--- src/lsi_defines.svh ---
`ifndef LSI_DEFINES_SVH
`define LSI_DEFINES_SVH
// Notes on behaviour
// - Safety logic is clocked hardware, no processor.
// - Each facility signal is a contact pair, closed means one.
// - Emission output one while light is produced.
// - Safety status zero while internal fault present.
// - Shutdown level one input zero stops light.
// - Shutdown level two input one removes power.
// - Shutter closed flag; open only with permissive.
// - Shutter fault output zero on shutter fault.
// - Hazard output one while radiation exposed.
// - System fault one on any internal fault.
// - Interface fault one when complementary pair equal.

// Cycles a pair may disagree with itself before it is called faulty (2 us at 40 MHz).
`define LSI_PAIR_TIME_NS      2000
`define LSI_CLK_PERIOD_NS     25
`define LSI_PAIR_CYCLES       (`LSI_PAIR_TIME_NS / `LSI_CLK_PERIOD_NS)
`define LSI_CNT_W             8
// Cycles allowed for the shutter to report its commanded position (10 ms).
`define LSI_SHUT_TIME_NS      10000000
`define LSI_SHUT_CYCLES       (`LSI_SHUT_TIME_NS / `LSI_CLK_PERIOD_NS)
`define LSI_SHUT_W            20
`endif

--- src/lsi_pkg.sv ---
package lsi_pkg;
    typedef enum logic [1:0] {LSI_OFF, LSI_READY, LSI_EMIT, LSI_TRIP} lsi_state_t;

    typedef struct packed {
        logic [1:0]          estop1Sync;
        logic [1:0]          estop1nSync;
        logic [1:0]          estop2Sync;
        logic [1:0]          estop2nSync;
        logic [1:0]          permitSync;
        logic [1:0]          permitnSync;
        logic [1:0]          shutClosedSync;
        logic [1:0]          shutOpenSync;
        logic [1:0]          lightSync;
        logic [1:0]          intFaultSync;
        logic [7:0]          pairCnt;
        logic [19:0]         shutCnt;
        lsi_state_t          state;
        logic                ifaceFault;
        logic                shutFault;
        logic                sysFault;
        logic                powerKill;
        logic                shutterOpenCmd;
        logic                pumpEnable;
        logic                emissionOn;
        logic                safetyOk;
        logic                shutterClosed;
        logic                shutterOk;
        logic                hazard;
    } lsi_regs_t;
endpackage

--- src/lsi_interlock.sv ---
`timescale 1ns/1ps
`include "lsi_defines.svh"

// Safety interlock: clocked hardware only, with each facility signal received as a
// complementary contact pair (one closed, one open).
module lsi_interlock (
    // Clock and reset
    input  wire logic sys_clk,
    input  wire logic rst,
    // Facility inputs, each a complementary pair
    input  wire logic estop1,
    input  wire logic estop1N,
    input  wire logic estop2,
    input  wire logic estop2N,
    input  wire logic shutPermit,
    input  wire logic shutPermitN,
    // Laser unit internal inputs
    input  wire logic laserRequest,
    input  wire logic lightSense,
    input  wire logic internalFault,
    input  wire logic shutClosedSense,
    input  wire logic shutOpenSense,
    input  wire logic faultClear,
    // Laser unit drives
    output logic      pumpEnable,
    output logic      shutterOpenCmd,
    output logic      powerKill,
    // Facility outputs
    output logic      emissionOn,
    output logic      safetyStatus,
    output logic      shutterClosed,
    output logic      shutterHealthy,
    output logic      hazardRadiation,
    output logic      systemFault,
    output logic      interfaceFault
);

    lsi_pkg::lsi_regs_t r_reg;
    lsi_pkg::lsi_regs_t r_next;

    localparam logic [7:0]  PairLimit = 8'(`LSI_PAIR_CYCLES);
    localparam logic [19:0] ShutLimit = 20'(`LSI_SHUT_CYCLES);

    logic pairBad;
    logic stop1;
    logic stop2;
    logic permit;
    logic shutBad;
    logic tripNow;
    logic liveCause;

    // ------------------------------------------------------------------
    // Helpers
    // ------------------------------------------------------------------
    // Two halves of one contact pair reading alike cannot be a valid level.
    function automatic logic pairEqual(input logic [1:0] posSync,
                                       input logic [1:0] negSync);
        return posSync[1] == negSync[1];
    endfunction

    // The shutter counts as closed only with the closed sensor made and the open one not.
    function automatic logic sensedClosed(input logic [1:0] closedSync,
                                          input logic [1:0] openSync);
        return closedSync[1] & ~openSync[1];
    endfunction

    // ------------------------------------------------------------------
    // Decisions
    // ------------------------------------------------------------------
    always_comb begin
        // Pairs showing two equal halves are faulty.
        pairBad = pairEqual(r_reg.estop1Sync, r_reg.estop1nSync)
                | pairEqual(r_reg.estop2Sync, r_reg.estop2nSync)
                | pairEqual(r_reg.permitSync, r_reg.permitnSync);
        // Zero on level one asks for stop; a bad pair withdraws the shutter permit.
        stop1   = ~r_reg.estop1Sync[1];
        stop2   = r_reg.estop2Sync[1];
        permit  = r_reg.permitSync[1] & ~pairBad;
        // Shutter fault: both sensors agree and the shutter timer has reached its limit.
        shutBad = (r_reg.shutClosedSync[1] == r_reg.shutOpenSync[1])
                & (r_reg.shutCnt >= ShutLimit);
        tripNow = stop1 | stop2 | r_reg.ifaceFault | r_reg.shutFault
                | r_reg.intFaultSync[1];
        // Causes still present now; the latches are cleared by the same strobe
        // that leaves the trip, so one clear is enough once the causes are gone.
        liveCause = stop1 | stop2 | r_reg.intFaultSync[1] | shutBad
                  | (r_reg.pairCnt >= PairLimit);
    end

    always_comb begin
        r_next = r_reg;
        r_next.estop1Sync     = {r_reg.estop1Sync[0], estop1};
        r_next.estop1nSync    = {r_reg.estop1nSync[0], estop1N};
        r_next.estop2Sync     = {r_reg.estop2Sync[0], estop2};
        r_next.estop2nSync    = {r_reg.estop2nSync[0], estop2N};
        r_next.permitSync     = {r_reg.permitSync[0], shutPermit};
        r_next.permitnSync    = {r_reg.permitnSync[0], shutPermitN};
        r_next.shutClosedSync = {r_reg.shutClosedSync[0], shutClosedSense};
        r_next.shutOpenSync   = {r_reg.shutOpenSync[0], shutOpenSense};
        r_next.lightSync      = {r_reg.lightSync[0], lightSense};
        r_next.intFaultSync   = {r_reg.intFaultSync[0], internalFault};

        // A brief disagreement while contacts change over is tolerated.
        if (pairBad) begin
            if (r_reg.pairCnt < PairLimit) begin
                r_next.pairCnt = r_reg.pairCnt + 8'h01;
            end
        end else begin
            r_next.pairCnt = 8'h00;
        end

        // Shutter timer runs while the sensors do not show the commanded position.
        if ((r_reg.shutterOpenCmd ? r_reg.shutOpenSync[1] : r_reg.shutClosedSync[1])
                && (r_reg.shutClosedSync[1] != r_reg.shutOpenSync[1])) begin
            r_next.shutCnt = 20'h00000;
        end else if (r_reg.shutCnt < ShutLimit) begin
            r_next.shutCnt = r_reg.shutCnt + 20'h00001;
        end

        // Sticky faults; the set wins over a clear in the same cycle.
        if (faultClear) begin
            r_next.ifaceFault = 1'b0;
            r_next.shutFault  = 1'b0;
            r_next.sysFault   = 1'b0;
            r_next.powerKill  = 1'b0;
        end
        if (r_reg.pairCnt >= PairLimit) begin
            r_next.ifaceFault = 1'b1;
        end
        if (shutBad) begin
            r_next.shutFault = 1'b1;
        end
        if (r_reg.intFaultSync[1] | shutBad) begin
            r_next.sysFault = 1'b1;
        end
        if (stop2) begin
            r_next.powerKill = 1'b1;
        end

        case (r_reg.state)
            lsi_pkg::LSI_OFF: begin
                if (!tripNow) begin
                    r_next.state = lsi_pkg::LSI_READY;
                end
            end
            lsi_pkg::LSI_READY: begin
                if (tripNow) begin
                    r_next.state = lsi_pkg::LSI_TRIP;
                end else if (laserRequest) begin
                    r_next.state = lsi_pkg::LSI_EMIT;
                end
            end
            lsi_pkg::LSI_EMIT: begin
                if (tripNow) begin
                    r_next.state = lsi_pkg::LSI_TRIP;
                end else if (!laserRequest) begin
                    r_next.state = lsi_pkg::LSI_READY;
                end
            end
            lsi_pkg::LSI_TRIP: begin
                // Leaving the trip takes an explicit clear with every cause gone.
                if (faultClear && !liveCause) begin
                    r_next.state = lsi_pkg::LSI_READY;
                end
            end
            default: begin
                r_next.state = lsi_pkg::LSI_TRIP;
            end
        endcase

        r_next.pumpEnable     = (r_next.state == lsi_pkg::LSI_EMIT) & ~tripNow;
        r_next.shutterOpenCmd = r_next.pumpEnable & permit;
        r_next.emissionOn     = r_reg.lightSync[1];
        r_next.safetyOk       = ~(r_reg.sysFault | r_reg.intFaultSync[1]);
        r_next.shutterClosed  = sensedClosed(r_reg.shutClosedSync, r_reg.shutOpenSync);
        r_next.shutterOk      = ~r_reg.shutFault;
        // Light present and shutter not closed means radiation is exposed.
        r_next.hazard         = r_reg.lightSync[1]
                              & ~sensedClosed(r_reg.shutClosedSync, r_reg.shutOpenSync);
    end

    // ------------------------------------------------------------------
    // State register
    // ------------------------------------------------------------------
    always_ff @(posedge sys_clk or posedge rst) begin
        if (rst) begin
            // Reset leaves the unit dark, shutter commanded closed, faults clear.
            r_reg <= '{
                estop1Sync: 2'h0, estop1nSync: 2'h0, estop2Sync: 2'h0,
                estop2nSync: 2'h0, permitSync: 2'h0, permitnSync: 2'h0,
                shutClosedSync: 2'h0, shutOpenSync: 2'h0, lightSync: 2'h0,
                intFaultSync: 2'h0, pairCnt: 8'h00, shutCnt: 20'h00000,
                state: lsi_pkg::LSI_OFF, ifaceFault: 1'b0, shutFault: 1'b0,
                sysFault: 1'b0, powerKill: 1'b0, shutterOpenCmd: 1'b0,
                pumpEnable: 1'b0, emissionOn: 1'b0, safetyOk: 1'b0,
                shutterClosed: 1'b0, shutterOk: 1'b1, hazard: 1'b0
            };
        end else begin
            r_reg <= r_next;
        end
    end

    // ------------------------------------------------------------------
    // Outputs
    // ------------------------------------------------------------------
    assign pumpEnable      = r_reg.pumpEnable;
    assign shutterOpenCmd  = r_reg.shutterOpenCmd;
    assign powerKill       = r_reg.powerKill;
    assign emissionOn      = r_reg.emissionOn;
    assign safetyStatus    = r_reg.safetyOk;
    assign shutterClosed   = r_reg.shutterClosed;
    assign shutterHealthy  = r_reg.shutterOk;
    assign hazardRadiation = r_reg.hazard;
    assign systemFault     = r_reg.sysFault;
    assign interfaceFault  = r_reg.ifaceFault;

endmodule // lsi_interlock

--- config.mk ---
export PLATFORM = sky130hd
export DESIGN_NAME = lsi_interlock
export DESIGN_NICKNAME = d
export VERILOG_FILES = /design/src/lsi_pkg.sv /design/src/lsi_interlock.sv
export VERILOG_INCLUDE_DIRS = /design/src /design/src/src
export SDC_FILE = /design/constraint.sdc
export NUM_CORES = 1
export LEC_CHECK = 0
export BUFFER_PORTS_ARGS = -buffer_cell sky130_fd_sc_hd__buf_4
export CAP_MARGIN = 5
export CORE_MARGIN = 4
export CORE_UTILIZATION = 40
export CTS_BUF_LIST = sky130_fd_sc_hd__clkbuf_4 sky130_fd_sc_hd__clkbuf_8
export DETAILED_ROUTE_END_ITERATION = 10
export HOLD_SLACK_MARGIN = 0.1
export PLACE_DENSITY = 0.61
export RECOVER_POWER = 100
export SYNTH_ARGS = -nofsm -noshare
export SYNTH_HDL_FRONTEND = slang
export SYNTH_SLANG_ARGS = --single-unit
--- constraint.sdc ---
create_clock -name sys_clk -period 2.83 [get_ports sys_clk]
set_input_delay 0.283 -clock sys_clk [delete_from_list [all_inputs] [get_ports sys_clk]]
set_output_delay 0.283 -clock sys_clk [all_outputs]
set_load 0.02 [all_outputs]
After elaboration in Yosys (flattened, before gate mapping)
Index checks and enable logic that the tools add are counted.
{ "totals": {"reg_bits": 61, "out_inout_bits": 10} }
{ "classes": {"eq_ne": 10, "order_cmp": 4, "n_addsub": 2, "muxes": 17, "bitwise": 24, "reduce_logical": 9} }
{ "op_table": {"columns": ["operator", "n"], "rows": [
  ["two-way mux 20 bit", 2],
  ["adder 20 x 1 -> 20 bit, second input constant", 1],
  ["greater-or-equal comparator 20 x 19 -> 1 bit, second input constant", 1],
  ["less-than comparator 20 x 19 -> 1 bit, second input constant", 1],
  ["two-way mux 8 bit", 2],
  ["two-way mux 2 bit", 6],
  ["bitwise OR 1 bit", 11],
  ["nonzero test 2 bit", 5],
  ["adder 8 x 1 -> 8 bit, second input constant", 1],
  ["greater-or-equal comparator 8 x 7 -> 1 bit, second input constant", 1],
  ["less-than comparator 8 x 7 -> 1 bit, second input constant", 1],
  ["case mux 2 bit (4 select lines)", 1],
  ["inverter 1 bit", 7],
  ["bitwise AND 1 bit", 6],
  ["equality test 2 bit, second input constant", 3],
  ["two-way mux 1 bit", 5],
  ["equality test 1 bit", 4],
  ["two-way mux 4 bit", 1],
  ["equality test 2 x 1 -> 1 bit, second input constant", 1],
  ["logical AND 1 bit", 2],
  ["logical NOT 2 bit", 1],
  ["!= test 2 x 1 -> 1 bit, second input constant", 1],
  ["logical NOT 1 bit", 1],
  ["!= test 1 bit", 1]
]} }

Logic depth before layout (Yosys ltp)
Gate-level depths: netlist of run 1.
{ "depth": {"ltp_word": 12, "depth_mapped": 7} }

Worst setup path before layout of run 1
Ideal clock, no wire load.
{ "synth_timing": {"path_kind": "flip-flop to flip-flop", "start": "register r_reg[20] (netlist bit)", "end": "register r_reg[23] (netlist bit)", "t_arrival_ps": 1538, "n_path_buf": 1, "required_ps": 2764, "synth_period_minus_slack_ps": 1604, "path_stages_with_launch": 7, "setup_ps": 66, "setup_slack_ps": 1226, "cell_sequence": "dfrtp_1 > o21a_1 > o211ai_2 > a31oi_2 > buf_6 > or4_1 > nand2_1"} }
{ "synth_between": {"elab_chain_cells": 3, "elab_cells_between_ends": 5} }
{ "synth_rtl": {"columns": ["element", "line", "text"], "rows": [
  ["start: declaration", "lsi_interlock.sv:38", "lsi_pkg::lsi_regs_t r_reg;"],
  ["start signal: assignment", "lsi_interlock.sv:188", "r_reg <= '{"],
  ["start signal: assignment", "lsi_interlock.sv:199", "r_reg <= r_next;"],
  ["adder 20 x 1 -> 20 bit", "lsi_interlock.sv:117", "r_next.shutCnt = r_reg.shutCnt + 20'h00001;"],
  ["two-way mux 20 bit", "lsi_interlock.sv:116", "end else if (r_reg.shutCnt < ShutLimit) begin"],
  ["two-way mux 20 bit", "lsi_interlock.sv:113", "if ((r_reg.shutterOpenCmd ? r_reg.shutOpenSync[1] : r_reg.shutClosedSync[1])"]
]} }
Several ways; a longest one is shown, not always the timed one. The select of a mux whose other input is x is not followed.
A chain may end at the register's enable or synchronous reset.

Final worst setup path of run 1
{ "layout_timing": {"start": "register r_reg[20] (netlist bit)", "end": "register r_reg[22] (netlist bit)"} }
The elaborated chain is that of the path after synthesis.

==> run summary, run 1 <==
Status -> completed
Final net count -> 285
Startpoint types -> flip-flop
FF-to-FF End -> r_reg[22]
Port bufs -> 23
Ys async rst share -> 100%
Slew headroom -> 23.8%
Layout area overhead -> 20.8%
HPWL Detailed -> 3090 um
Max Clock Skew -> 9.35 ps
Syn Inst Count -> 222
Via count -> 1749
CP arrival -> 2480 ps
Hold Path Class -> in -> reg
Overall power -> 2.03 mW
Post-Place Cells -> 319
Initial Util -> 41.9%
GRT Total Usage -> 14.1%
Chip Width -> 87.2 um
Post-Syn Area -> 0.00251 mm^2
Worst r2r path cells -> 6
Synth unique cells -> 40
DIE AREA -> 0.00761 mm^2
# rows -> 28
WHS Endpoint -> interfaceFault
Post-synth top area cell -> dfrtp_1
CTS root buf -> clkbuf_8
Final ANT Viol Nets -> 0
Avg Cell Area, Syn -> 11.3 um^2
Post-synth EDFFs -> 0
Pins Over Slew Limit -> 0
Synth area leaders -> dfrtp_1 60%, a21oi_1 3.2%, o21ai_0 2.6%, nor2_1 2.5%, ha_1 2.5%
CTS tree -> yes
Final Cycle Share -> 79.0%
Diode count -> 0
Max Clk Rate -> 447 MHz
Worst ir drop on vdd -> 0.355 mV
Drt pass-1 iters -> 4
DP Area -> 0.00277 mm^2
Crit-path max FO -> 22
Non-Filler Instances -> 346
Top-area cell type share of the netlist area -> 59.8%
Clock insertion delay at the later pin of the skew report -> 330 ps
Post-route design area -> 0.00303 mm^2
Crit path launch -> r_reg[20]
Via/cell ratio -> 5.05
Fillers -> 529
Clk buf depth -> 2
Ys Warns -> 0
Seq cells post-synth -> 61
Largest net degree at the start of global routing -> 26
Pwr dens -> 668 mW/mm^2
Sink Count -> 61
Most instantiated library cell after synthesis -> dfrtp_1
Drt initial violations -> 96
Htree depth -> 3
Slew at the pin with the worst max-slew slack -> 1140 ps
Share of cells above drive strength 1 -> 12.5%
Setup Crit Path Kind -> reg -> reg
Routability Congestion -> 0.749
Final Setup Violations -> 0
Setup TNS -> 0 ps
Max FFs per register -> 40
Main synth FF type -> dfrtp_1
Number of I/O pins -> 24
Hold path depth -> 2
Worst setup EP type -> flip-flop
DRT Wirelength -> 4460 um
R2R Path Start -> r_reg[20]
Clock-pin slew on the worst setup and hold paths -> 70 ps
Min Tclk post-route -> 2240 ps
Final hold vios -> 0
Cts bufs inserted -> 9
Synth cell count leaders -> 60 x dfrtp_1, 17 x nor2_1, 16 x a21oi_1, 16 x nand2_1, 13 x o21ai_0
Syn Nets -> 241
Die height -> 87.2 um
Overflow after GRT -> 0
Vias in the first global route -> 1724
Avg WL per Cell -> 12.9 um
Core ar. -> 0.00599 mm^2
Reg-to-reg slack, setup -> 590 ps
DRC Markers -> 0
Total leakage power -> 1.30 nW
Hold_sp -> faultClear
CP required -> 3070 ps
Max cap viols -> 0
Global-route wire length before repair -> 8150 um
Initial antenna violation count -> 0
RSZ-0062 raised after global routing -> no
Post-synthesis sequential area ratio -> 60.9%
Hold_ws -> 158 ps
[critical path, stage by stage (launching register included)]
cell and delay (ps):
dfrtp_1 410, o21a_1 200, o211ai_1 170, a31oi_1 360, buf_4 340, or4_1 510, a21oi_1 150
[report_power, final]
group / internal [mW] / switching, mW
Combinational: 0.103 / 0.125
Clock: 0.434 / 0.342
Sequential: 0.950 / 0.0711
[per-layer routing]
| metal | vias up | wire length [um] | GRT usage, % |
|---|---|---|---|
| met4 | 0 | 77 | 7.95 |
| met5 | - | 0 | 0 |
| met1 | 844 | 2250 | 19.4 |
| met3 | 7 | 154 | 3.78 |
| met2 | 23 | 1980 | 20.2 |
| li1 | 875 | - | - |
[what timing repair did]
action,CTS,global route
hold buffers,11,0
setup buffers,0,0
resized for setup,0,0
endpoints found under the hold margin,22,0
[final cells by class]
cell class | instances | area [um^2] | area share, %
timing repair buffer | 38 | 272 | 8.95
tap | 75 | 93.8 | 3.09
sequential | 61 | 1530 | 50.4
inverter | 10 | 37.5 | 1.24
multi-input combinational | 146 | 895 | 29.5
clock inverter | 6 | 70.1 | 2.31
clock buffer | 10 | 138 | 4.54
[how the worst max path moves through the flow]
stage	cells past startpoint	slack (ps)	to
global placement	6	820	r_reg[22]
CTS	6	750	r_reg[26]
floorplan	1	1040	emissionOn
global route	6	350	r_reg[26]
detailed placement	6	770	r_reg[26]
finish	6	590	r_reg[22]
[cell usage in the layout (no fill, tap or decap), types with 4 or more instances in the layout]
cell type and count:
clkbuf_8 10, dlygate4sd3_1 11, ha_1 5, xnor2_1 5, nor2_1 17, nor4_1 4
o31ai_1 5, a21oi_1 16, or3_1 7, nand3_1 8, xor2_1 6, o21ai_0 13
nand2_1 16, buf_4 5, nand4_1 8, or4_1 6, inv_1 10, clkbuf_1 11
clkbuf_4 11, dfrtp_1 60
[kinds of logic after synthesis]
kind of cell               Yosys count  synth area share (%)
DFF                                 61                  60.9
adders and majority gates            6                  2.89
xor gates and xnor gates            11                  3.84
AOI/OAI and AO/OA                   45                  11.0
and+or+nand+nor                     81                  17.4
muxes                                3                  1.20
buffers and inverters               15                  2.79
[through the flow]
stage / util, % / worst slack, ps
after CTS: 51.6 / 750
final: 50.6 / 593
after detailed placement: 46.3 / 766
after global routing: 50.6 / 353
after floorplan: - / 1040
after global placement: 46.3 / 816
Note: power is estimated with default switching activity, not from simulation.
==> run 2, diff against run 1 <==
--- a/config.mk
+++ b/config.mk
@@ -6,6 +6,7 @@
 export SDC_FILE = /design/constraint.sdc
 export NUM_CORES = 1
 export LEC_CHECK = 0
+export ABC_AREA = 1
 export BUFFER_PORTS_ARGS = -buffer_cell sky130_fd_sc_hd__buf_4
 export CAP_MARGIN = 5
 export CORE_MARGIN = 4
@@ -13,7 +14,7 @@
 export CTS_BUF_LIST = sky130_fd_sc_hd__clkbuf_4 sky130_fd_sc_hd__clkbuf_8
 export DETAILED_ROUTE_END_ITERATION = 10
 export HOLD_SLACK_MARGIN = 0.1
-export PLACE_DENSITY = 0.61
+export PLACE_DENSITY = 0.6
 export RECOVER_POWER = 100
 export SYNTH_ARGS = -nofsm -noshare
 export SYNTH_HDL_FRONTEND = slang
==> constraint.sdc (replaced) <==
create_clock -name sys_clk -period 2.1 [get_ports sys_clk]
set_input_delay 0.21 -clock sys_clk [delete_from_list [all_inputs] [get_ports sys_clk]]
set_output_delay 0.21 -clock sys_clk [all_outputs]
set_load 0.02 [all_outputs]
==> run 2 against run 1 <==
Area after synthesis up 10%. Final cell count up 30%. Sequential share of layout area down 3.7 points. Largest power group unchanged. Sequential power up 34%. Setup slack worse by 180 ps. Wire length up 24%. Combinational power up 50%. Total power up 33%. Sequential cell count unchanged. Global-route usage up 0.83 points. Synthesized cell count up 44%.
==> run summary, run 2 <==
Overflow after GRT -> 0 (unchanged)
Drt pass-1 iters -> 4 (unchanged)
Status -> completed
Clk buf depth -> 2 (unchanged)
Final hold vios -> 0 (unchanged)
Initial antenna violation count -> 0 (unchanged)
Reg-to-reg slack, setup -> 410 ps (-180 ps)
Clock-pin slew on the worst setup and hold paths -> 80 ps (about the same)
Hold_ws -> 168 ps (+9.32 ps)
Htree depth -> 3 (unchanged)
# rows -> 30 (+7.1%)
Overall power -> 2.70 mW (+33%)
FF-to-FF End -> r_reg[29]
Synth cell count leaders -> 90 x nand2_1, 60 x dfrtp_1, 39 x inv_1
Startpoint types -> flip-flop
Global-route wire length before repair -> 9990 um (+23%)
Most instantiated library cell after synthesis -> nand2_1
Syn Inst Count -> 320 (+44%)
Critical Path End -> r_reg[29]
Met3 WL post-DR -> 227 um (+47%)
Setup TNS -> 0 ps (unchanged)
Post-synthesis sequential area ratio -> 55.2% (-5.7 points)
Clock insertion delay at the later pin of the skew report -> 340 ps (about the same)
Most common cell after layout, fill and taps aside -> nand2_1
Die height -> 91.2 um (+4.6%)
Routability Congestion -> 0.874 (+17%)
Setup Crit Path Kind -> reg -> reg
Avg Cell Area, Syn -> 8.65 um^2 (-23%)
Worst ir drop on vdd -> 0.484 mV (+36%)
DRC Markers -> 0 (unchanged)
Largest family of logic cells by synthesized area -> simple AND/OR/NAND/NOR gates
RSZ-0062 raised after global routing -> no
Crit path launch -> r_reg[13]
Synth Area in Compound Gates -> 4.02% (-6.9 points)
GRT Total Usage -> 15.0% (+0.83 points)
Port bufs -> 23 (unchanged)
Final Cycle Share -> 80.5% (+1.5 points)
Multiplexer share of the synthesized area -> 0% (-1.2 points)
CP required -> 2370 ps (-700 ps)
Met1 WL -> 2580 um (+14%)
Ys async rst share -> 100% (unchanged)
Total leakage power -> 1.60 nW (+23%)
DR top layer -> met4
Min Tclk post-route -> 1690 ps (-546 ps)
Most frequent cells in the layout -> 92 x nand2_1, 60 x dfrtp_1, 39 x inv_1, 34 x nor2_1, 27 x nand3_1
Top-area cell type share of the netlist area -> 54.2% (-5.6 points)
Via count -> 2163 (+24%)
Final ANT Viol Nets -> 0 (unchanged)
Max cap viols -> 0 (unchanged)
Synth unique cells -> 24 (-40%)
Largest net degree at the start of global routing -> 25 (-3.8%)
Syn Nets -> 339 (+41%)
Seq cells post-synth -> 61 (unchanged)
Post-Syn Area -> 0.00277 mm^2 (+10%)
Share of cells above drive strength 1 -> 9.19% (-3.4 points)
Sink Count -> 61 (unchanged)
Max FFs per register -> 40 (unchanged)
Initial Util -> 41.0% (-0.91 points)
Cts bufs inserted -> 9 (unchanged)
Final net count -> 384 (+35%)
Avg WL per Cell -> 12.3 um (-4.5%)
Main synth FF type -> dfrtp_1
Final Setup Violations -> 0 (unchanged)
Ys Warns -> 0 (unchanged)
Post-synth EDFFs -> 0 (unchanged)
Pwr dens -> 824 mW/mm^2 (+23%)
R2R Path Start -> r_reg[13]
HPWL Detailed -> 3870 um (+25%)
CTS root buf -> clkbuf_8
Post-CTS Resized -> 0 (unchanged)
Hold Path Class -> in -> reg
Post-Place Cells -> 422 (+32%)
Slew at the pin with the worst max-slew slack -> 887 ps (-257 ps)
Worst setup EP type -> flip-flop
CP arrival -> 1960 ps (-520 ps)
Via/cell ratio -> 4.81 (-4.9%)
Chip Width -> 91.2 um (+4.6%)
DRT Wirelength -> 5540 um (+24%)
Slew headroom -> 40.8% (+17 points)
Number of I/O pins -> 24 (unchanged)
Worst r2r path cells -> 8 (+2)
Layout area overhead -> 18.3%
Post-Synth Adder-Cell Area -> 2.26% (-0.63 points)
Non-Filler Instances -> 450 (+30%)
XOR/XNOR Fraction of Synth Area -> 3.80% (-0.043 points)
Fraction of the mapped netlist area in simple logic gates -> 27.6% (+10 points)
Core ar. -> 0.00676 mm^2 (+13%)
Vias in the first global route -> 2225 (+29%)
Drt initial violations -> 115 (+20%)
Pins Over Slew Limit -> 0 (unchanged)
DIE AREA -> 0.00832 mm^2 (+9.3%)
Max Clock Skew -> 7.55 ps (-1.80 ps)
Post-synth top area cell -> dfrtp_1
Max Clk Rate -> 592 MHz (+32%)
Diode count -> 0 (unchanged)
Synth area leaders -> dfrtp_1 54%, nand2_1 12%, inv_1 5.3%, nand3_1 4.9%, nor2_1 4.6%
Met2 routed WL -> 2670 um (+35%)
Crit-path max FO -> 6 (-73%)
CTS tree -> yes
[run 2: changes by cell type in the layout (fill, tap and decap cells not counted), sizes merged, moves of 6 or more]
cell,change
a21oi,-10
inv,+35
nand2,+76
nand3,+19
nor2,+17
or3,-7
or4,-6
[run 2: logic make-up after synthesis]
kind of cell / after synthesis
AND/OR/NAND/NOR: 176
flip-flops: 61
buffers and inverters: 45
AO/OA/AOI/OAI: 21
XOR/XNOR: 12
adder cells (fa/ha/maj): 5
[run 2: routing by layer]
metal | global-route usage (%) | vias up
met3 | 3.73 | 6
met5 | 0 | -
met1 | 18.4 | 1010
li1 | - | 1106
met4 | 8.29 | 0
met2 | 24.0 | 41
[run 2: worst max-delay path, cell delays in order, from the launching register on]
cell and delay [ps]:
dfrtp_1 410, ha_1 290, inv_1 80, nor2_1 250
nand2_1 130, nor2_1 150, xor2_1 160, nand3_1 80
nand2_1 70
[run 2: repair_timing]
action	CTS	global route
setup buffers	0	0
hold endpoints to repair	33	0
hold buffers	12	0
[run 2: power by group]
part           switching [mW]  internal (mW)
combinational           0.199          0.144
clock                   0.523          0.456
sequential             0.0939           1.28
[run 2: cell type report]
type | instances | area (um^2)
clock buffers | 9 | 124
fillers | 668 | 3480
well taps | 80 | 100
flip-flops and latches | 61 | 1530
multi-input cells | 214 | 1030
repair buffers | 38 | 269
inverters | 41 | 159
clock inverters | 7 | 62.6
[run 2: how the worst min path moves through the flow]
stage / start / end / slack [ps] / cells past startpoint
after CTS: laserRequest / shutterOpenCmd / 150 / 3
after global routing: laserRequest / shutterOpenCmd / 180 / 3
after detailed placement: rst / powerKill / 280 / 2
after global placement: rst / powerKill / 280 / 2
after floorplan: internalFault / r_next[42] / 240 / 0
final: laserRequest / shutterOpenCmd / 170 / 3
[run 2: metrics by stage]
step | util, % | worst slack, ps | cell area [um^2]
floorplan | - | 379 | 2770
global placement | 44.8 | 457 | 3020
CTS | 49.3 | 412 | 3330
detailed placement | 44.8 | 456 | 3020
global route | 48.5 | 174 | 3270
finish | 48.5 | 410 | 3270
